`src/hw/adcpc_defs.svh`:
```
// adcpc_defs.svh: register offsets, field positions and reset values
// assumes inclusion by bare name from the package and the register bank
`ifndef ADCPC_DEFS_SVH
`define ADCPC_DEFS_SVH

`define ADCPC_ADDR_W            13
`define ADCPC_INSTR_BITS        16
`define ADCPC_DATA_BITS         8
`define ADCPC_ADDR_CHAN_SEL     13'h0005
`define ADCPC_ADDR_PATT2_LOW    13'h001B
`define ADCPC_ADDR_PATT2_HIGH   13'h001C
`define ADCPC_ADDR_STREAM_SETUP 13'h0021
`define ADCPC_ADDR_CHAN_CTRL    13'h0022
`define ADCPC_BIT_LSB_FIRST     7
`define ADCPC_BIT_LOW_RATE      3
`define ADCPC_BIT_CHAN_OUT_RST  1
`define ADCPC_BIT_CHAN_PWR_DN   0
`define ADCPC_BIT_READ          15
`define ADCPC_RST_PATT2         8'h00
`define ADCPC_RST_STREAM_SETUP  8'h00
`define ADCPC_RST_LSB_FIRST     1'b0
`define ADCPC_RST_LOW_RATE      1'b0
`define ADCPC_RST_CHAN_CTRL     1'b0
`define ADCPC_RST_CHAN_SEL      4'hF

`endif

```
`src/hw/adcpc_pkg.sv`:
```
// adcpc_pkg.sv: types shared by the register bank
// assumes adcpc_defs.svh on the include path
`include "adcpc_defs.svh"

package adcpc_pkg;
   typedef enum logic [1:0] {
      ADCPC_IDLE  = 2'h0,
      ADCPC_INSTR = 2'h1,
      ADCPC_DATA  = 2'h3,
      ADCPC_HOLD  = 2'h2
   } adcpc_state_t;
   typedef logic [`ADCPC_ADDR_W-1:0] adcpc_addr_t;
   typedef logic [7:0]               adcpc_byte_t;
endpackage

```
`src/hw/adcpc_regs.sv`:
```
// adcpc_regs.sv: serial control port slave with the pattern and channel control registers
// assumes sclk, sdio and csb from pins; frame strobe and pattern 1 from logic on i_sys_clk
//
// Function
// - register 1B holds pattern two bits 7..0, reset zero.
// - register 1C holds pattern two bits 15..8, reset zero.
// - register 21 bit 7 selects lsb-first serial words for all channels.
// - register 21 bit 3 selects low encode rate mode, off at reset.
// - register 22 bit 0 powers down only the addressed channels.
// - register 22 bit 1 holds addressed channels' output path in reset.
`timescale 1ns/1ps
`default_nettype none
`include "adcpc_defs.svh"

module adcpc_regs #(
   parameter int N_CHAN = 4
) (
   input  wire logic                i_sys_clk,
   input  wire logic                i_rst,
   input  wire logic                i_clk_en,
   input  wire logic                i_spi_sclk,
   input  wire logic                i_spi_csb_n,
   input  wire logic                i_spi_sdio,
   output logic                     o_spi_sdio,
   output logic                     o_spi_sdio_oe,
   input  wire logic                i_alt_pattern_en,
   input  wire logic                i_frame_strobe,
   input  wire logic [15:0]         i_patt1,
   output logic      [15:0]         o_pattern_word,
   output logic      [15:0]         o_patt2,
   output logic                     o_lsb_first,
   output logic                     o_low_rate_mode,
   output logic      [N_CHAN-1:0]   o_chan_power_down,
   output logic      [N_CHAN-1:0]   o_chan_output_reset
);
   import adcpc_pkg::*;

   // channel select field is four bits wide
   if (N_CHAN < 1 || N_CHAN > 4) begin : g_bad_chan
      $error("N_CHAN must be 1 to 4");
   end

   // pin synchronisers and edge history
   logic [2:0]             sclk_s;
   logic [1:0]             csb_s;
   logic [1:0]             sdi_s;
   // port state
   adcpc_state_t           state;
   logic [4:0]             cnt;
   logic [15:0]            instr;
   adcpc_byte_t            shift;
   adcpc_byte_t            rd_byte;
   // registers
   adcpc_byte_t            patt2_low;
   adcpc_byte_t            patt2_high;
   logic                   lsb_first;
   logic                   low_rate;
   logic [3:0]             chan_sel;
   logic [N_CHAN-1:0]      pwr_dn;
   logic [N_CHAN-1:0]      out_rst;
   logic                   alt_phase;
   logic [15:0]            pattern_word;

   adcpc_state_t           next_state;
   logic [4:0]             next_cnt;
   logic [15:0]            next_instr;
   adcpc_byte_t            next_shift;
   adcpc_byte_t            next_rd_byte;
   logic                   next_sdo;
   logic                   next_sdo_oe;
   adcpc_byte_t            next_patt2_low;
   adcpc_byte_t            next_patt2_high;
   logic                   next_lsb_first;
   logic                   next_low_rate;
   logic [3:0]             next_chan_sel;
   logic [N_CHAN-1:0]      next_pwr_dn;
   logic [N_CHAN-1:0]      next_out_rst;
   logic                   next_alt_phase;
   logic [15:0]            next_pattern_word;

   logic                   sclk_rise;
   logic                   sclk_fall;
   logic                   sdi;
   logic                   csb_high;
   logic [15:0]            instr_full;
   adcpc_byte_t            wr_byte;

   // byte seen at a register address; first selected channel for the local one
   function automatic adcpc_byte_t reg_read(input adcpc_addr_t addr);
      adcpc_byte_t v;
      v = 8'h00;
      unique case (addr)
         `ADCPC_ADDR_CHAN_SEL: v = {4'h0, chan_sel};
         `ADCPC_ADDR_PATT2_LOW: v = patt2_low;
         `ADCPC_ADDR_PATT2_HIGH: v = patt2_high;
         `ADCPC_ADDR_STREAM_SETUP: begin
            v[`ADCPC_BIT_LSB_FIRST] = lsb_first;
            v[`ADCPC_BIT_LOW_RATE]  = low_rate;
         end
         `ADCPC_ADDR_CHAN_CTRL: begin
            for (int i = N_CHAN - 1; i >= 0; i--) begin
               if (chan_sel[i]) begin
                  v[`ADCPC_BIT_CHAN_OUT_RST] = out_rst[i];
                  v[`ADCPC_BIT_CHAN_PWR_DN]  = pwr_dn[i];
               end
            end
         end
         default: v = 8'h00;
      endcase
      return v;
   endfunction

   always_comb begin
      sclk_rise  = sclk_s[1] & ~sclk_s[2];
      sclk_fall  = ~sclk_s[1] & sclk_s[2];
      sdi        = sdi_s[1];
      csb_high   = csb_s[1];
      instr_full = {instr[14:0], sdi};
      wr_byte    = {shift[6:0], sdi};

      next_state        = state;
      next_cnt          = cnt;
      next_instr        = instr;
      next_shift        = shift;
      next_rd_byte      = rd_byte;
      next_sdo          = o_spi_sdio;
      next_sdo_oe       = o_spi_sdio_oe;
      next_patt2_low    = patt2_low;
      next_patt2_high   = patt2_high;
      next_lsb_first    = lsb_first;
      next_low_rate     = low_rate;
      next_chan_sel     = chan_sel;
      next_pwr_dn       = pwr_dn;
      next_out_rst      = out_rst;
      next_alt_phase    = alt_phase;
      next_pattern_word = pattern_word;

      if (csb_high) begin
         next_state  = ADCPC_IDLE;
         next_cnt    = 5'h00;
         next_sdo_oe = 1'b0;
      end else begin
         unique case (state)
            ADCPC_IDLE: begin
               next_state = ADCPC_INSTR;
               next_cnt   = 5'h00;
            end
            ADCPC_INSTR: begin
               if (sclk_rise) begin
                  next_instr = instr_full;
                  if (cnt == 5'(`ADCPC_INSTR_BITS - 1)) begin
                     next_state   = ADCPC_DATA;
                     next_cnt     = 5'h00;
                     next_rd_byte = reg_read(instr_full[`ADCPC_ADDR_W-1:0]);
                  end else begin
                     next_cnt = cnt + 5'h01;
                  end
               end
            end
            ADCPC_DATA: begin
               if (instr[`ADCPC_BIT_READ]) begin
                  if (sclk_fall) begin
                     next_sdo_oe  = 1'b1;
                     next_sdo     = rd_byte[7];
                     next_rd_byte = {rd_byte[6:0], 1'b0};
                  end
               end
               if (sclk_rise) begin
                  next_shift = wr_byte;
                  if (cnt == 5'(`ADCPC_DATA_BITS - 1)) begin
                     next_state = ADCPC_HOLD;
                     if (!instr[`ADCPC_BIT_READ]) begin
                        unique case (instr[`ADCPC_ADDR_W-1:0])
                           `ADCPC_ADDR_CHAN_SEL: next_chan_sel = wr_byte[3:0];
                           `ADCPC_ADDR_PATT2_LOW: next_patt2_low = wr_byte;
                           `ADCPC_ADDR_PATT2_HIGH: next_patt2_high = wr_byte;
                           `ADCPC_ADDR_STREAM_SETUP: begin
                              next_lsb_first = wr_byte[`ADCPC_BIT_LSB_FIRST];
                              next_low_rate  = wr_byte[`ADCPC_BIT_LOW_RATE];
                           end
                           `ADCPC_ADDR_CHAN_CTRL: begin
                              for (int i = 0; i < N_CHAN; i++) begin
                                 if (chan_sel[i]) begin
                                    next_pwr_dn[i]  = wr_byte[`ADCPC_BIT_CHAN_PWR_DN];
                                    next_out_rst[i] = wr_byte[`ADCPC_BIT_CHAN_OUT_RST];
                                 end
                              end
                           end
                           default: next_shift = wr_byte;
                        endcase
                     end
                  end else begin
                     next_cnt = cnt + 5'h01;
                  end
               end
            end
            ADCPC_HOLD: begin
               if (sclk_fall) begin
                  next_sdo_oe = 1'b0;
               end
            end
         endcase
      end

      // alternate the two user patterns per frame
      if (!i_alt_pattern_en) begin
         next_alt_phase    = 1'b0;
         next_pattern_word = i_patt1;
      end else if (i_frame_strobe) begin
         next_alt_phase    = ~alt_phase;
         next_pattern_word = alt_phase ? {patt2_high, patt2_low} : i_patt1;
      end
   end

   always_ff @(posedge i_sys_clk or posedge i_rst) begin
      if (i_rst) begin
         sclk_s              <= 3'h0;
         csb_s               <= 2'h3;
         sdi_s               <= 2'h0;
         state               <= ADCPC_IDLE;
         cnt                 <= 5'h00;
         instr               <= 16'h0000;
         shift               <= 8'h00;
         rd_byte             <= 8'h00;
         o_spi_sdio          <= 1'b0;
         o_spi_sdio_oe       <= 1'b0;
         patt2_low           <= `ADCPC_RST_PATT2;
         patt2_high          <= `ADCPC_RST_PATT2;
         lsb_first           <= `ADCPC_RST_LSB_FIRST;
         low_rate            <= `ADCPC_RST_LOW_RATE;
         chan_sel            <= `ADCPC_RST_CHAN_SEL;
         pwr_dn              <= {N_CHAN{`ADCPC_RST_CHAN_CTRL}};
         out_rst             <= {N_CHAN{`ADCPC_RST_CHAN_CTRL}};
         alt_phase           <= 1'b0;
         pattern_word        <= 16'h0000;
         o_pattern_word      <= 16'h0000;
         o_patt2             <= 16'h0000;
         o_lsb_first         <= 1'b0;
         o_low_rate_mode     <= 1'b0;
         o_chan_power_down   <= '0;
         o_chan_output_reset <= '0;
      end else if (i_clk_en) begin
         sclk_s              <= {sclk_s[1:0], i_spi_sclk};
         csb_s               <= {csb_s[0], i_spi_csb_n};
         sdi_s               <= {sdi_s[0], i_spi_sdio};
         state               <= next_state;
         cnt                 <= next_cnt;
         instr               <= next_instr;
         shift               <= next_shift;
         rd_byte             <= next_rd_byte;
         o_spi_sdio          <= next_sdo;
         o_spi_sdio_oe       <= next_sdo_oe;
         patt2_low           <= next_patt2_low;
         patt2_high          <= next_patt2_high;
         lsb_first           <= next_lsb_first;
         low_rate            <= next_low_rate;
         chan_sel            <= next_chan_sel;
         pwr_dn              <= next_pwr_dn;
         out_rst             <= next_out_rst;
         alt_phase           <= next_alt_phase;
         pattern_word        <= next_pattern_word;
         o_pattern_word      <= next_pattern_word;
         o_patt2             <= {next_patt2_high, next_patt2_low};
         o_lsb_first         <= next_lsb_first;
         o_low_rate_mode     <= next_low_rate;
         o_chan_power_down   <= next_pwr_dn;
         o_chan_output_reset <= next_out_rst;
      end
   end
endmodule

`default_nettype wire

```
`config.mk`:
```
export PLATFORM = sky130hd
export DESIGN_NAME = adcpc_regs
export DESIGN_NICKNAME = d
export VERILOG_FILES = /design/src/hw/adcpc_pkg.sv /design/src/hw/adcpc_regs.sv
export VERILOG_INCLUDE_DIRS = /design/src /design/src/hw
export SDC_FILE = /design/constraint.sdc
export NUM_CORES = 1
export LEC_CHECK = 0
export ABC_AREA = 1
export ABC_CLOCK_PERIOD_IN_PS = 3750
export BUFFER_PORTS_ARGS = -buffer_cell sky130_fd_sc_hd__buf_2
export CORE_ASPECT_RATIO = 1.1
export CORE_UTILIZATION = 61
export DETAILED_ROUTE_END_ITERATION = 8
export GPL_TIMING_DRIVEN = 0
export HOLD_SLACK_MARGIN = 0.15
export PLACE_DENSITY = 0.95
export SETUP_SLACK_MARGIN = 0.15
export SLEW_MARGIN = 15
export SYNTH_ARGS = -nofsm -noshare
export SYNTH_HDL_FRONTEND = slang
export SYNTH_SLANG_ARGS = --single-unit
export TNS_END_PERCENT = 20
```
`constraint.sdc`:
```
create_clock -name i_sys_clk -period 3.75 [get_ports i_sys_clk]
set_input_delay 0 -clock i_sys_clk [delete_from_list [all_inputs] [get_ports i_sys_clk]]
set_output_delay 0 -clock i_sys_clk [all_outputs]
set_load 0.01 [all_outputs]
```
Word level (Yosys, flattened, before mapping)

Index checks and enable logic that the tools add are counted.

Equality and inequality tests: 28
$add $sub $neg: 1
Reductions and logical operators: 18
Bitwise operators: 7
Mux-type cells: 48

Operators by type and width:

| kind                  | count |
|---|---|
| $mux W8               | 16 |
| $eq A13 B5 Y1 const B | 4 |
| $eq A13 B6 Y1 const B | 4 |
| $mux W16              | 3 |
| $reduce_and A8 Y1     | 4 |
| $eq A13 B3 Y1 const B | 2 |
| $mux W5               | 5 |
| $ne A3 B3 Y1 const B  | 8 |
| $reduce_and A7 Y1     | 3 |
| $mux W2               | 9 |
| $pmux W8 S2           | 1 |
| $pmux W5 S3           | 1 |
| $reduce_and A5 Y1     | 3 |
| $ne A2 B2 Y1 const B  | 4 |
| $pmux W2 S4           | 1 |
| $reduce_and A4 Y1     | 2 |
| $mux W1               | 6 |
| $pmux W1 S3           | 2 |
| $pmux W2 S3           | 1 |
| $pmux W3 S2           | 1 |
| $reduce_and A6 Y1     | 1 |
| $add A5 B1 Y5 const B | 1 |
| $eq A5 B3 Y1 const B  | 1 |
| $eq A5 B4 Y1 const B  | 1 |
| other kinds (12)      | 18 |

Output and inout bits: 44
Bits in registers: 110

Longest topological paths before layout

Gate-level depths: netlist (run 1).

Depth in word-level cells: 8
Gate-level depth with buffers: 12

Worst setup path after synthesis (run 1)

OpenSTA, ideal clock, no wires.

Path type: register to register
Start point: reg cnt[0]
End point: reg rd_byte[3]
Cell stages (with the launch flop): 13
Buffers on the path: 1
Path slack: 2.136 ns
Data required time: 3.634 ns
Data arrival time: 1.498 ns
Setup time: 0.116 ns
Path through: dfrtp_1 ha_1 nand3_1 inv_1 ha_1 nor2_1 nor3_1 nand3_1 buf_2 nand2_1 o21ai_0 inv_1 nand2_1

Longest elaborated chain between the ends: 3

Ends and longest elaborated chain:

| item                               | line              | text |
|---|---|---|
| start, declared                    | adcpc_regs.sv:49  | `logic [4:0] cnt;` |
| start signal, assigned             | adcpc_regs.sv:247 | `cnt <= next_cnt;` |
| $eq A5 B4 Y1                       | adcpc_regs.sv:151 | `` if (cnt == 5'(`ADCPC_INSTR_BITS - 1)) begin `` |
| $ne A2 B2 Y1 (no source line)      | n/a               |  |
| $reduce_and A7 Y1 (no source line) | n/a               |  |
| end signal, assigned               | adcpc_regs.sv:250 | `rd_byte <= next_rd_byte;` |
| end, declared                      | adcpc_regs.sv:52  | `adcpc_byte_t rd_byte;` |

No other way between the ends.
A chain may end at the register's enable or synchronous reset.

Worst setup path in the final report (run 1)

Start point: reg alt_phase
End point: reg pattern_word[7]

Longest elaborated chain between the ends: 3

Ends and longest elaborated chain:

| item                   | line              | text |
|---|---|---|
| start, declared        | adcpc_regs.sv:61  | `logic alt_phase;` |
| start signal, assigned | adcpc_regs.sv:260 | `alt_phase <= next_alt_phase;` |
| $mux W16               | adcpc_regs.sv:211 | `next_pattern_word = alt_phase ? {patt2_high, patt2_low} : i_patt1;` |
| $mux W16               | adcpc_regs.sv:209 | `end else if (i_frame_strobe) begin` |
| $mux W16               | adcpc_regs.sv:206 | `if (!i_alt_pattern_en) begin` |
| end signal, assigned   | adcpc_regs.sv:261 | `pattern_word <= next_pattern_word;` |
| end, declared          | adcpc_regs.sv:62  | `logic [15:0] pattern_word;` |

No other way between the ends. The select of a mux whose other input is x is not followed.

==> impl_metrics.ini, run 1 <==
[yosys]
synth_edf_count = 0
synth_sequential_area_ratio_pct = 51.49
ys.flop_type = dfrtp_1
synth.cells.most_frequent = nand2_1 (150), dfrtp_1 (88), nand3_1 (64), nor2_1 (64), o21ai_0 (43)
synth.lib_cells_used.distinct = 34
post_synth_inst_count = 572
synth_area_per_cell_um2 = 8.012
synth_top_cells_by_area = dfrtp_1 (48%), nand2_1 (12%), nand3_1 (7.0%)
synth-async-reset-ratio_pct = 100.0
synth.most_common_cell = nand2_1
syn-num-nets = 599
synth_area_um2 = 4583
synthesis.yosys.warnings = 0
ys_ff_latch = 94
yosysTopAreaCellShare_pct = 48.05
yosysTopAreaCell = dfrtp_1

[die]
effective_utilization_at_floorplan_pct = 64.31
design.portCount = 68
fp.dieArea_um2 = 7864
core-area_um2 = 7127
die-width_um = 84.65
std_cell_rows = 32
chipHeight_um = 92.91

[sta]
final.setup_skew_ps = 9.609
worst_slew_margin_rel_pct = 67.48
hold_viol_final = 0
slew_at_the_pin_with_the_worst_max_slew_slack_ps = 487.7
final.period_utilization_pct = 58.20
setup-tns-final_ps = 0
final-setup-viol-count = 0
max_freq_mhz = 458.2
setup_repair_after_global_routing_missed_its_margin = false
report.final.slew_viol_count = 0
post-route-min-period_ps = 2183

[pwr]
power.combinational.fraction_pct = 25.1
p_per_area_nw_per_um2 = 472.3
power.switching_fraction_pct = 36.97
p_int_uw = 1661
power_leakage_uw = 0.002717
post_layout_power_uw = 2635
power_switching_uw = 974.4
sequentialPowerShare_pct = 50.2
power_frac_clock_pct = 24.7
worst_ir_drop_vdd_uv = 319.4

[layout]
antenna_cells_inserted = 0
drive_gt1_share_pct = 17.56
fill_cells = 468
finalNonFillerCells = 774
finish.net_count = 711
utilization_pct = 78.28
multi_input_comb_area_um2 = 1961
area_growth_syn_to_layout_pct = 21.73
post-route-cell-area_um2 = 5579
area.sequential_um2 = 2360

[clock_tree]
cts.htree.levels = 3
clock_edge_transition_at_the_registers_on_the_reported_setup_and_hold_paths_ps = 100
tritoncts = yes
cts_max_path_buffers = 2
numClockSinks = 94
cts_buffers = 9
clk_latency_ps = 370
clockRootBuffer = clkbuf_8

[setup_path]
end_kind = flop
critical_path.startpoint_type = flop
worst-path-max-fanout = 10
required_time_of_the_critical_path_ps = 4050
cp.arrival_ps = 2480
rr_startpoint = alt_phase
crit_start = alt_phase
worst-setup-path-type = reg -> reg

[grt]
grt_start_max_net_pins = 61
gr-total-overflow = 0
grt_antenna_before_repair = 0
first_global_vias = 4601
grt_pass1_wl_mm = 21.67
grtUsageTotal_pct = 35.59

[place]
gp_routability_congestion = 0.9326
detailed_place.area_um2 = 5050
numPlacedInstances = 724
io_port_bufs = 66
detailed_place_hpwl_mm = 8.611

[job]
maxCapViolations = 0

[drt]
detail_route.wl_per_cell_um = 16.81
route.detailed.vias_per_inst = 6.027
first_pass_iters = 9
post-route-drc-count = 13
ant_nets = 0
wirelength_mm = 13.01
initialDrtViolationCount = 311
detailroute.via_count = 4665

[min_path]
hold_class = in -> async

[outcome]
outcome = finished, violations left
violations = DRC
## routing by layer
layer,track usage (%),part of all wire [%]
met1,42.11,38
met4,19.92,4.4
met5,0,0
met3,4.902,5.8
met2,62.53,51
## worst paths after layout
check | endpoint | slack [ps] | cells past startpoint
min in group i_sys_clk | pattern_word[6] | 310 | 6
setup reg to reg | pattern_word[7] | 1570 | 6
max in group asynchronous | chan_sel[1] | 2870 | 4
hold / removal | pattern_word[11] | 190 | 3
setup / recovery | pattern_word[7] | 1570 | 6
hold reg to reg | csb_s[1] | 500 | 2
## kinds of logic (layout without fill, tap and decap cells)
group | after synthesis | in the layout | share of synthesized area, %
fa+ha+maj | 3 | 3 | 0.8191
buf+inv | 65 | 182 | 5.733
flops | 94 | 94 | 51.49
xor+xnor | 1 | 1 | 0.1911
compound gates | 99 | 99 | 12.20
simple gates | 309 | 309 | 29.32
mux | 1 | 1 | 0.2457
## through the flow
step | worst slack [ps] | hold slack [ps]
6_report | 1567 | 186.2
5_1_grt | 1460 | 236.5
4_1_cts | 1718 | 204.5
3_5_place_dp | 1832 | 52.49
3_3_place_gp | 379.2 | 196.7
2_1_floorplan | 1311 | 96.19
## sequential cells by signal, summed over array words and instances, names as in the netlist
| name | count |
|---|---|
| instr | 16 |
| pattern_word | 16 |
| o_patt2 | 15 |
| rd_byte | 8 |
| shift | 7 |
| cnt | 5 |
| chan_sel | 4 |
| out_rst | 4 |
| pwr_dn | 4 |
| sclk_s | 3 |
| csb_s | 2 |
| sdi_s | 2 |
| state | 2 |
| alt_phase | 1 |
| low_rate | 1 |
| lsb_first | 1 |
| o_spi_sdio | 1 |
| o_spi_sdio_oe | 1 |
| patt2_high | 1 |
## cells in the final DEF (no fill, tap or decap), types with 2 or more instances in the layout
master,count
o21ai_2,8
clkbuf_1,13
nand3_1,64
nand2_2,4
nand4_1,12
clkbuf_8,9
o211ai_1,3
clkinv_4,3
inv_2,2
nand2_1,150
dfstp_2,6
dlygate4sd3_1,34
inv_1,41
buf_2,71
ha_1,3
o21ai_0,43
a31oi_1,16
nor2_1,64
nor3_2,2
o21ai_1,9
inv_8,2
nor3_1,6
a21oi_1,18
inv_6,2
dfrtp_1,88
## repair_timing
| item | in CTS | in global routing |
|---|---|---|
| gates resized for setup | 0 | 0 |
| hold buffers | 34 | 0 |
| setup buffers | 0 | 0 |
| hold endpoints to repair | 112 | 0 |
## power groups by stage
stage,Combinational [uW],Clock [uW],Sequential (uW)
floorplan,419,0,1310
global placement,565,0,1320
detailed placement,600,0,1330
CTS,643,652,1310
global route,749,695,1340
finish,660,651,1320
## worst max-delay path, cell delays in order (launching register included)
cell and delay (ps):
dfrtp_1 370, clkbuf_1 210, nand2_1 270, clkbuf_1 420
nand2_1 130, a31oi_1 170, dlygate4sd3_1 570
## area by class of cell
| type | instances | share of cell area (%) |
|---|---|---|
| Multi-Input combinational cell | 413 | 35.14 |
| Tap cell | 85 | 1.906 |
| Buffer | 19 | 1.525 |
| Sequential cell | 94 | 42.30 |
| Timing Repair Buffer | 101 | 12.51 |
| Inverter | 46 | 3.229 |
| Clock inverter | 7 | 1.166 |
| Clock buffer | 9 | 2.220 |
Note: power is estimated with default switching activity, not from simulation.
==> run 2, diff against run 1 <==
--- a/config.mk
+++ b/config.mk
@@ -7,14 +7,14 @@
 export NUM_CORES = 1
 export LEC_CHECK = 0
 export ABC_AREA = 1
-export ABC_CLOCK_PERIOD_IN_PS = 3750
+export ABC_CLOCK_PERIOD_IN_PS = 2050
 export BUFFER_PORTS_ARGS = -buffer_cell sky130_fd_sc_hd__buf_2
 export CORE_ASPECT_RATIO = 1.1
-export CORE_UTILIZATION = 61
+export CORE_UTILIZATION = 57
 export DETAILED_ROUTE_END_ITERATION = 8
 export GPL_TIMING_DRIVEN = 0
 export HOLD_SLACK_MARGIN = 0.15
-export PLACE_DENSITY = 0.95
+export PLACE_DENSITY = 0.91
 export SETUP_SLACK_MARGIN = 0.15
 export SLEW_MARGIN = 15
 export SYNTH_ARGS = -nofsm -noshare
==> constraint.sdc (replaced) <==
create_clock -name i_sys_clk -period 2.05 [get_ports i_sys_clk]
set_input_delay 0 -clock i_sys_clk [delete_from_list [all_inputs] [get_ports i_sys_clk]]
set_output_delay 0 -clock i_sys_clk [all_outputs]
set_load 0.01 [all_outputs]
==> impl_metrics.ini, run 2 (synthesis results as in run 1) <==
[place]
detailed_place.area_um2 = 5089
gp_routability_congestion = 0.8867
io_port_bufs = 66
detailed_place_hpwl_mm = 8.827

[layout]
utilization_pct = 76.90
most_common_cell_after_layout_fill_and_taps_aside = nand2_1
drive_gt1_share_pct = 20.06
multi_input_comb_area_um2 = 2044
post-route-cell-area_um2 = 5874
finish.net_count = 725
fill_cells = 516
antenna_cells_inserted = 0
area.sequential_um2 = 2360
most-common-layout-cells = nand2_1 (146), dfrtp_1 (88), buf_2 (71)
top_regs = instr (16), pattern_word (16), o_patt2 (15)
area_growth_syn_to_layout_pct = 28.17

[drt]
route.detailed.vias_per_inst = 5.837
detail_route.wl_per_cell_um = 17.11
wirelength_mm = 13.82
post-route-drc-count = 0
first_pass_iters = 5
detailroute.via_count = 4716
initialDrtViolationCount = 426
ant_nets = 0

[clock_tree]
clock_edge_transition_at_the_registers_on_the_reported_setup_and_hold_paths_ps = 90
cts_buffers = 9
numClockSinks = 94
clk_latency_ps = 370
tritoncts = yes
clockRootBuffer = clkbuf_8
cts_max_path_buffers = 2
cts.htree.levels = 3

[setup_path]
required_time_of_the_critical_path_ps = 2300
worst-setup-path-type = reg -> reg
critical_path.startpoint_type = flop
critical_path.cell_chain = ha_4, nand3_4, inv_2, ha_4, nor2_1, nor3_2, nand3_2, buf_6, a21oi_1, a21oi_1
worst-path-max-fanout = 5
crit_path_top_delay_cell = dfrtp_1
setup.reg_to_reg.worst_slack_ps = 80
cp_slowest_stage_delay_ps = 410
cp.arrival_ps = 2220
end_kind = flop
worst-r2r-cell-count = 10

[die]
core-area_um2 = 7639
chipHeight_um = 96.05
effective_utilization_at_floorplan_pct = 60.00
fp.dieArea_um2 = 8403
die-width_um = 87.50
std_cell_rows = 33
design.portCount = 68

[sta]
worst_slew_margin_rel_pct = 58.44
slew_at_the_pin_with_the_worst_max_slew_slack_ps = 622.1
final.period_utilization_pct = 96.00
setup-tns-final_ps = 0
max_freq_mhz = 508.1
setup_repair_after_global_routing_missed_its_margin = true
hold_viol_final = 0
final.setup_skew_ps = 14.91
post-route-min-period_ps = 1968
report.final.slew_viol_count = 0
final-setup-viol-count = 0

[grt]
first_global_vias = 4411
grt_pass1_wl_mm = 21.03
gr-total-overflow = 0
grtUsageTotal_pct = 33.74
grt_start_max_net_pins = 37
grt_antenna_before_repair = 1

[min_path]
hold_class = in -> reg
holdPathStages = 4

[pwr]
worst_ir_drop_vdd_uv = 617.3
p_per_area_nw_per_um2 = 870.2
power_leakage_uw = 0.002818

[outcome]
outcome = complete, no violations

[job]
maxCapViolations = 0
run 2: final cells by class:
type / instances / area share (%)
Sequential cell: 94 / 40.17
Multi-Input combinational cell: 413 / 34.80
Timing Repair Buffer: 115 / 14.36
Inverter: 46 / 3.088
Tap cell: 105 / 2.236
Clock buffer: 10 / 2.173
Buffer: 19 / 1.619
Clock inverter: 6 / 1.555
run 2: worst paths after layout:
check,to,start
setup / recovery,rd_byte[7],cnt[0]
hold / removal,sdi_s[1],i_clk_en
setup reg to reg,rd_byte[7],cnt[0]
hold reg to reg,o_spi_sdio_oe,o_spi_sdio_oe
max in group asynchronous,chan_sel[2],i_rst
min in group asynchronous,pattern_word[12],i_rst
run 2: worst max-delay path: cells and delay by family, from the launching register on:
kind | cells | cell delay [ps]
AND/OR/NAND/NOR | 4 | 570
AO/OA/AOI/OAI | 2 | 290
buffers and inverters | 2 | 270
adder cells (fa/ha/maj) | 2 | 320
flip-flops | 1 | 410
run 2: power breakdown:
| group | internal [uW] | total (uW) | switching [uW] |
|---|---|---|---|
| sequential | 2160 | 2430 | 274 |
| combinational | 450 | 1290 | 840 |
| clock | 697 | 1390 | 691 |
| total | 3310 | 5110 | 1810 |
run 2: metrics by stage:
stage	instances	hold WS (ps)	total power, uW	setup WS, ps
after floorplan	572	96.19	3168	435.7
after global placement	743	200.2	3471	180.4
after detailed placement	745	103.7	3543	94.09
after CTS	802	164.2	4997	157.1
after global routing	808	228.2	5386	8.498
final	808	206.8	5112	82.06
run 2: metal layers:
| layer | up-vias | GRT usage (%) | share of wire (%) |
|---|---|---|---|
| met5 | - | 0 | 0.12 |
| li1 | 2152 | - | - |
| met2 | 282 | 57.03 | 50 |
| met1 | 2229 | 39.98 | 38 |
| met4 | 2 | 19.54 | 4.3 |
| met3 | 51 | 7.033 | 8.3 |
run 2: what timing repair did:
action / in CTS / in global routing
resized for setup: 5 / 20
buffers inserted: 1 / 5
endpoints found under the hold margin: 113 / 0
hold buffers: 39 / 0
gates cloned: 1 / 1
pin swaps: 2 / 5
endpoints found under the setup margin: 4 / 38
==> run 3, diff against run 2 <==
--- a/config.mk
+++ b/config.mk
@@ -10,11 +10,11 @@
 export ABC_CLOCK_PERIOD_IN_PS = 2050
 export BUFFER_PORTS_ARGS = -buffer_cell sky130_fd_sc_hd__buf_2
 export CORE_ASPECT_RATIO = 1.1
-export CORE_UTILIZATION = 57
+export CORE_UTILIZATION = 55
 export DETAILED_ROUTE_END_ITERATION = 8
 export GPL_TIMING_DRIVEN = 0
 export HOLD_SLACK_MARGIN = 0.15
-export PLACE_DENSITY = 0.91
+export PLACE_DENSITY = 0.88
 export SETUP_SLACK_MARGIN = 0.15
 export SLEW_MARGIN = 15
 export SYNTH_ARGS = -nofsm -noshare
==> impl_metrics.ini, run 3 (synthesis results as in run 1) <==
[layout]
finish.net_count = 722
finalNonFillerCells = 808
area_growth_syn_to_layout_pct = 26.70
multi_input_comb_area_um2 = 2031
fill_cells = 568
area.sequential_um2 = 2360
drive_gt1_share_pct = 20.14
top_regs = instr (16), pattern_word (16), o_patt2 (15)
most-common-layout-cells = nand2_1 (150), dfrtp_1 (88), buf_2 (70)
most_common_cell_after_layout_fill_and_taps_aside = nand2_1
antenna_cells_inserted = 0
post-route-cell-area_um2 = 5807

[sta]
post-route-min-period_ps = 1844
worst_slew_margin_rel_pct = 64.14
setup_repair_after_global_routing_missed_its_margin = true
final-setup-viol-count = 0
slew_at_the_pin_with_the_worst_max_slew_slack_ps = 533.0
setup-tns-final_ps = 0
setup_ws_ps = 206.2
max_freq_mhz = 542.4
final.period_utilization_pct = 89.94
report.final.slew_viol_count = 0
hold_viol_final = 0
final.setup_skew_ps = 11.26

[die]
std_cell_rows = 34
effective_utilization_at_floorplan_pct = 57.31
design.portCount = 68
core-area_um2 = 7998
fp.dieArea_um2 = 8702
chipHeight_um = 97.74
die-width_um = 89.04

[grt]
grt_pass1_wl_mm = 21.21
gr-total-overflow = 0
grtUsageTotal_pct = 32.23
grt_start_max_net_pins = 38
first_global_vias = 4475
grt_antenna_before_repair = 0

[clock_tree]
cts_max_path_buffers = 2
cts.htree.levels = 3
clock_edge_transition_at_the_registers_on_the_reported_setup_and_hold_paths_ps = 100
numClockSinks = 94
clockRootBuffer = clkbuf_8
cts_buffers = 9
clk_latency_ps = 380
tritoncts = yes

[drt]
wirelength_mm = 13.20
first_pass_iters = 5
detail_route.wl_per_cell_um = 16.34
route.detailed.vias_per_inst = 5.764
ant_nets = 0
detailroute.via_count = 4657
initialDrtViolationCount = 451
post-route-drc-count = 0

[pwr]
power_leakage_uw = 0.002790
power_frac_clock_pct = 26.1
power.switching_fraction_pct = 35.25
p_int_uw = 3249
worst_ir_drop_vdd_uv = 535.3
post_layout_power_uw = 5018
power_switching_uw = 1769
power.combinational.fraction_pct = 25.6
sequentialPowerShare_pct = 48.3
p_per_area_nw_per_um2 = 864.1

[setup_path]
end_kind = flop
worst-setup-path-type = reg -> reg
worst-r2r-cell-count = 9
cp.arrival_ps = 2110
required_time_of_the_critical_path_ps = 2320
worst-path-max-fanout = 10
critical_path.startpoint_type = flop

[place]
gp_routability_congestion = 0.9502
post-place-ws_ps = 124.3
numPlacedInstances = 748
detailed_place_hpwl_mm = 8.771
detailed_place.area_um2 = 5092
io_port_bufs = 66

[min_path]
hold_class = in -> async

[outcome]
outcome = complete, no violations

[job]
maxCapViolations = 0
## run 3: through the flow
step	utilization, %	hold WS, ps
after floorplan	-	96.19
after global placement	63.17	198.0
after detailed placement	63.67	72.73
after CTS	70.85	207.9
after global routing	72.61	245.2
final	72.61	203.4
## run 3: critical path, cell delays in order (launching register included)
cell,delay [ps]
dfrtp_1,420
ha_4,170
nand2_1,110
nor3_4,200
nand2_2,130
nor3_4,250
nand3_4,140
buf_6,180
nand2_1,80
o21ai_2,50
## run 3: layout make-up
cell class	count	share of cell area [%]
Buffer	19	1.702
Timing Repair Buffer	112	13.62
Tap cell	108	2.327
Multi-Input combinational cell	413	34.97
Sequential cell	94	40.64
Clock buffer	12	2.672
Clock inverter	4	0.9050
Inverter	46	3.167
## run 3: what timing repair did
action,in CTS,in global routing
hold endpoints to repair,81,0
pin swaps,0,4
resized for setup,1,28
cloned,0,1
setup endpoints to repair,5,60
setup buffers,0,7
hold buffers,36,0
## run 3: power by group through the flow
stage          clock network, uW  registers (uW)  logic (uW)
6_report                    1310            2420        1290
4_1_cts                     1310            2400        1180
5_1_grt                     1370            2450        1440
3_3_place_gp                   0            2430        1040
2_1_floorplan                  0            2400         767
3_5_place_dp                   0            2430        1100
## run 3: path summary, 6_finish.rpt
path | slack [ps] | end | from
setup / recovery | 210 | o_patt2[14] | cnt[1]
hold / removal | 200 | pattern_word[11] | i_rst
setup reg to reg | 210 | o_patt2[14] | cnt[1]
hold reg to reg | 490 | o_spi_sdio_oe | o_spi_sdio_oe
max in group asynchronous | 980 | chan_sel[1] | i_rst
min in group i_sys_clk | 210 | o_patt2[6] | i_clk_en
## run 3: routing by layer
metal,GRT usage [%],part of all wire (%)
met1,39.79,40
met2,53.14,49
met3,5.156,7.1
met4,18.56,4.0
met5,0,0
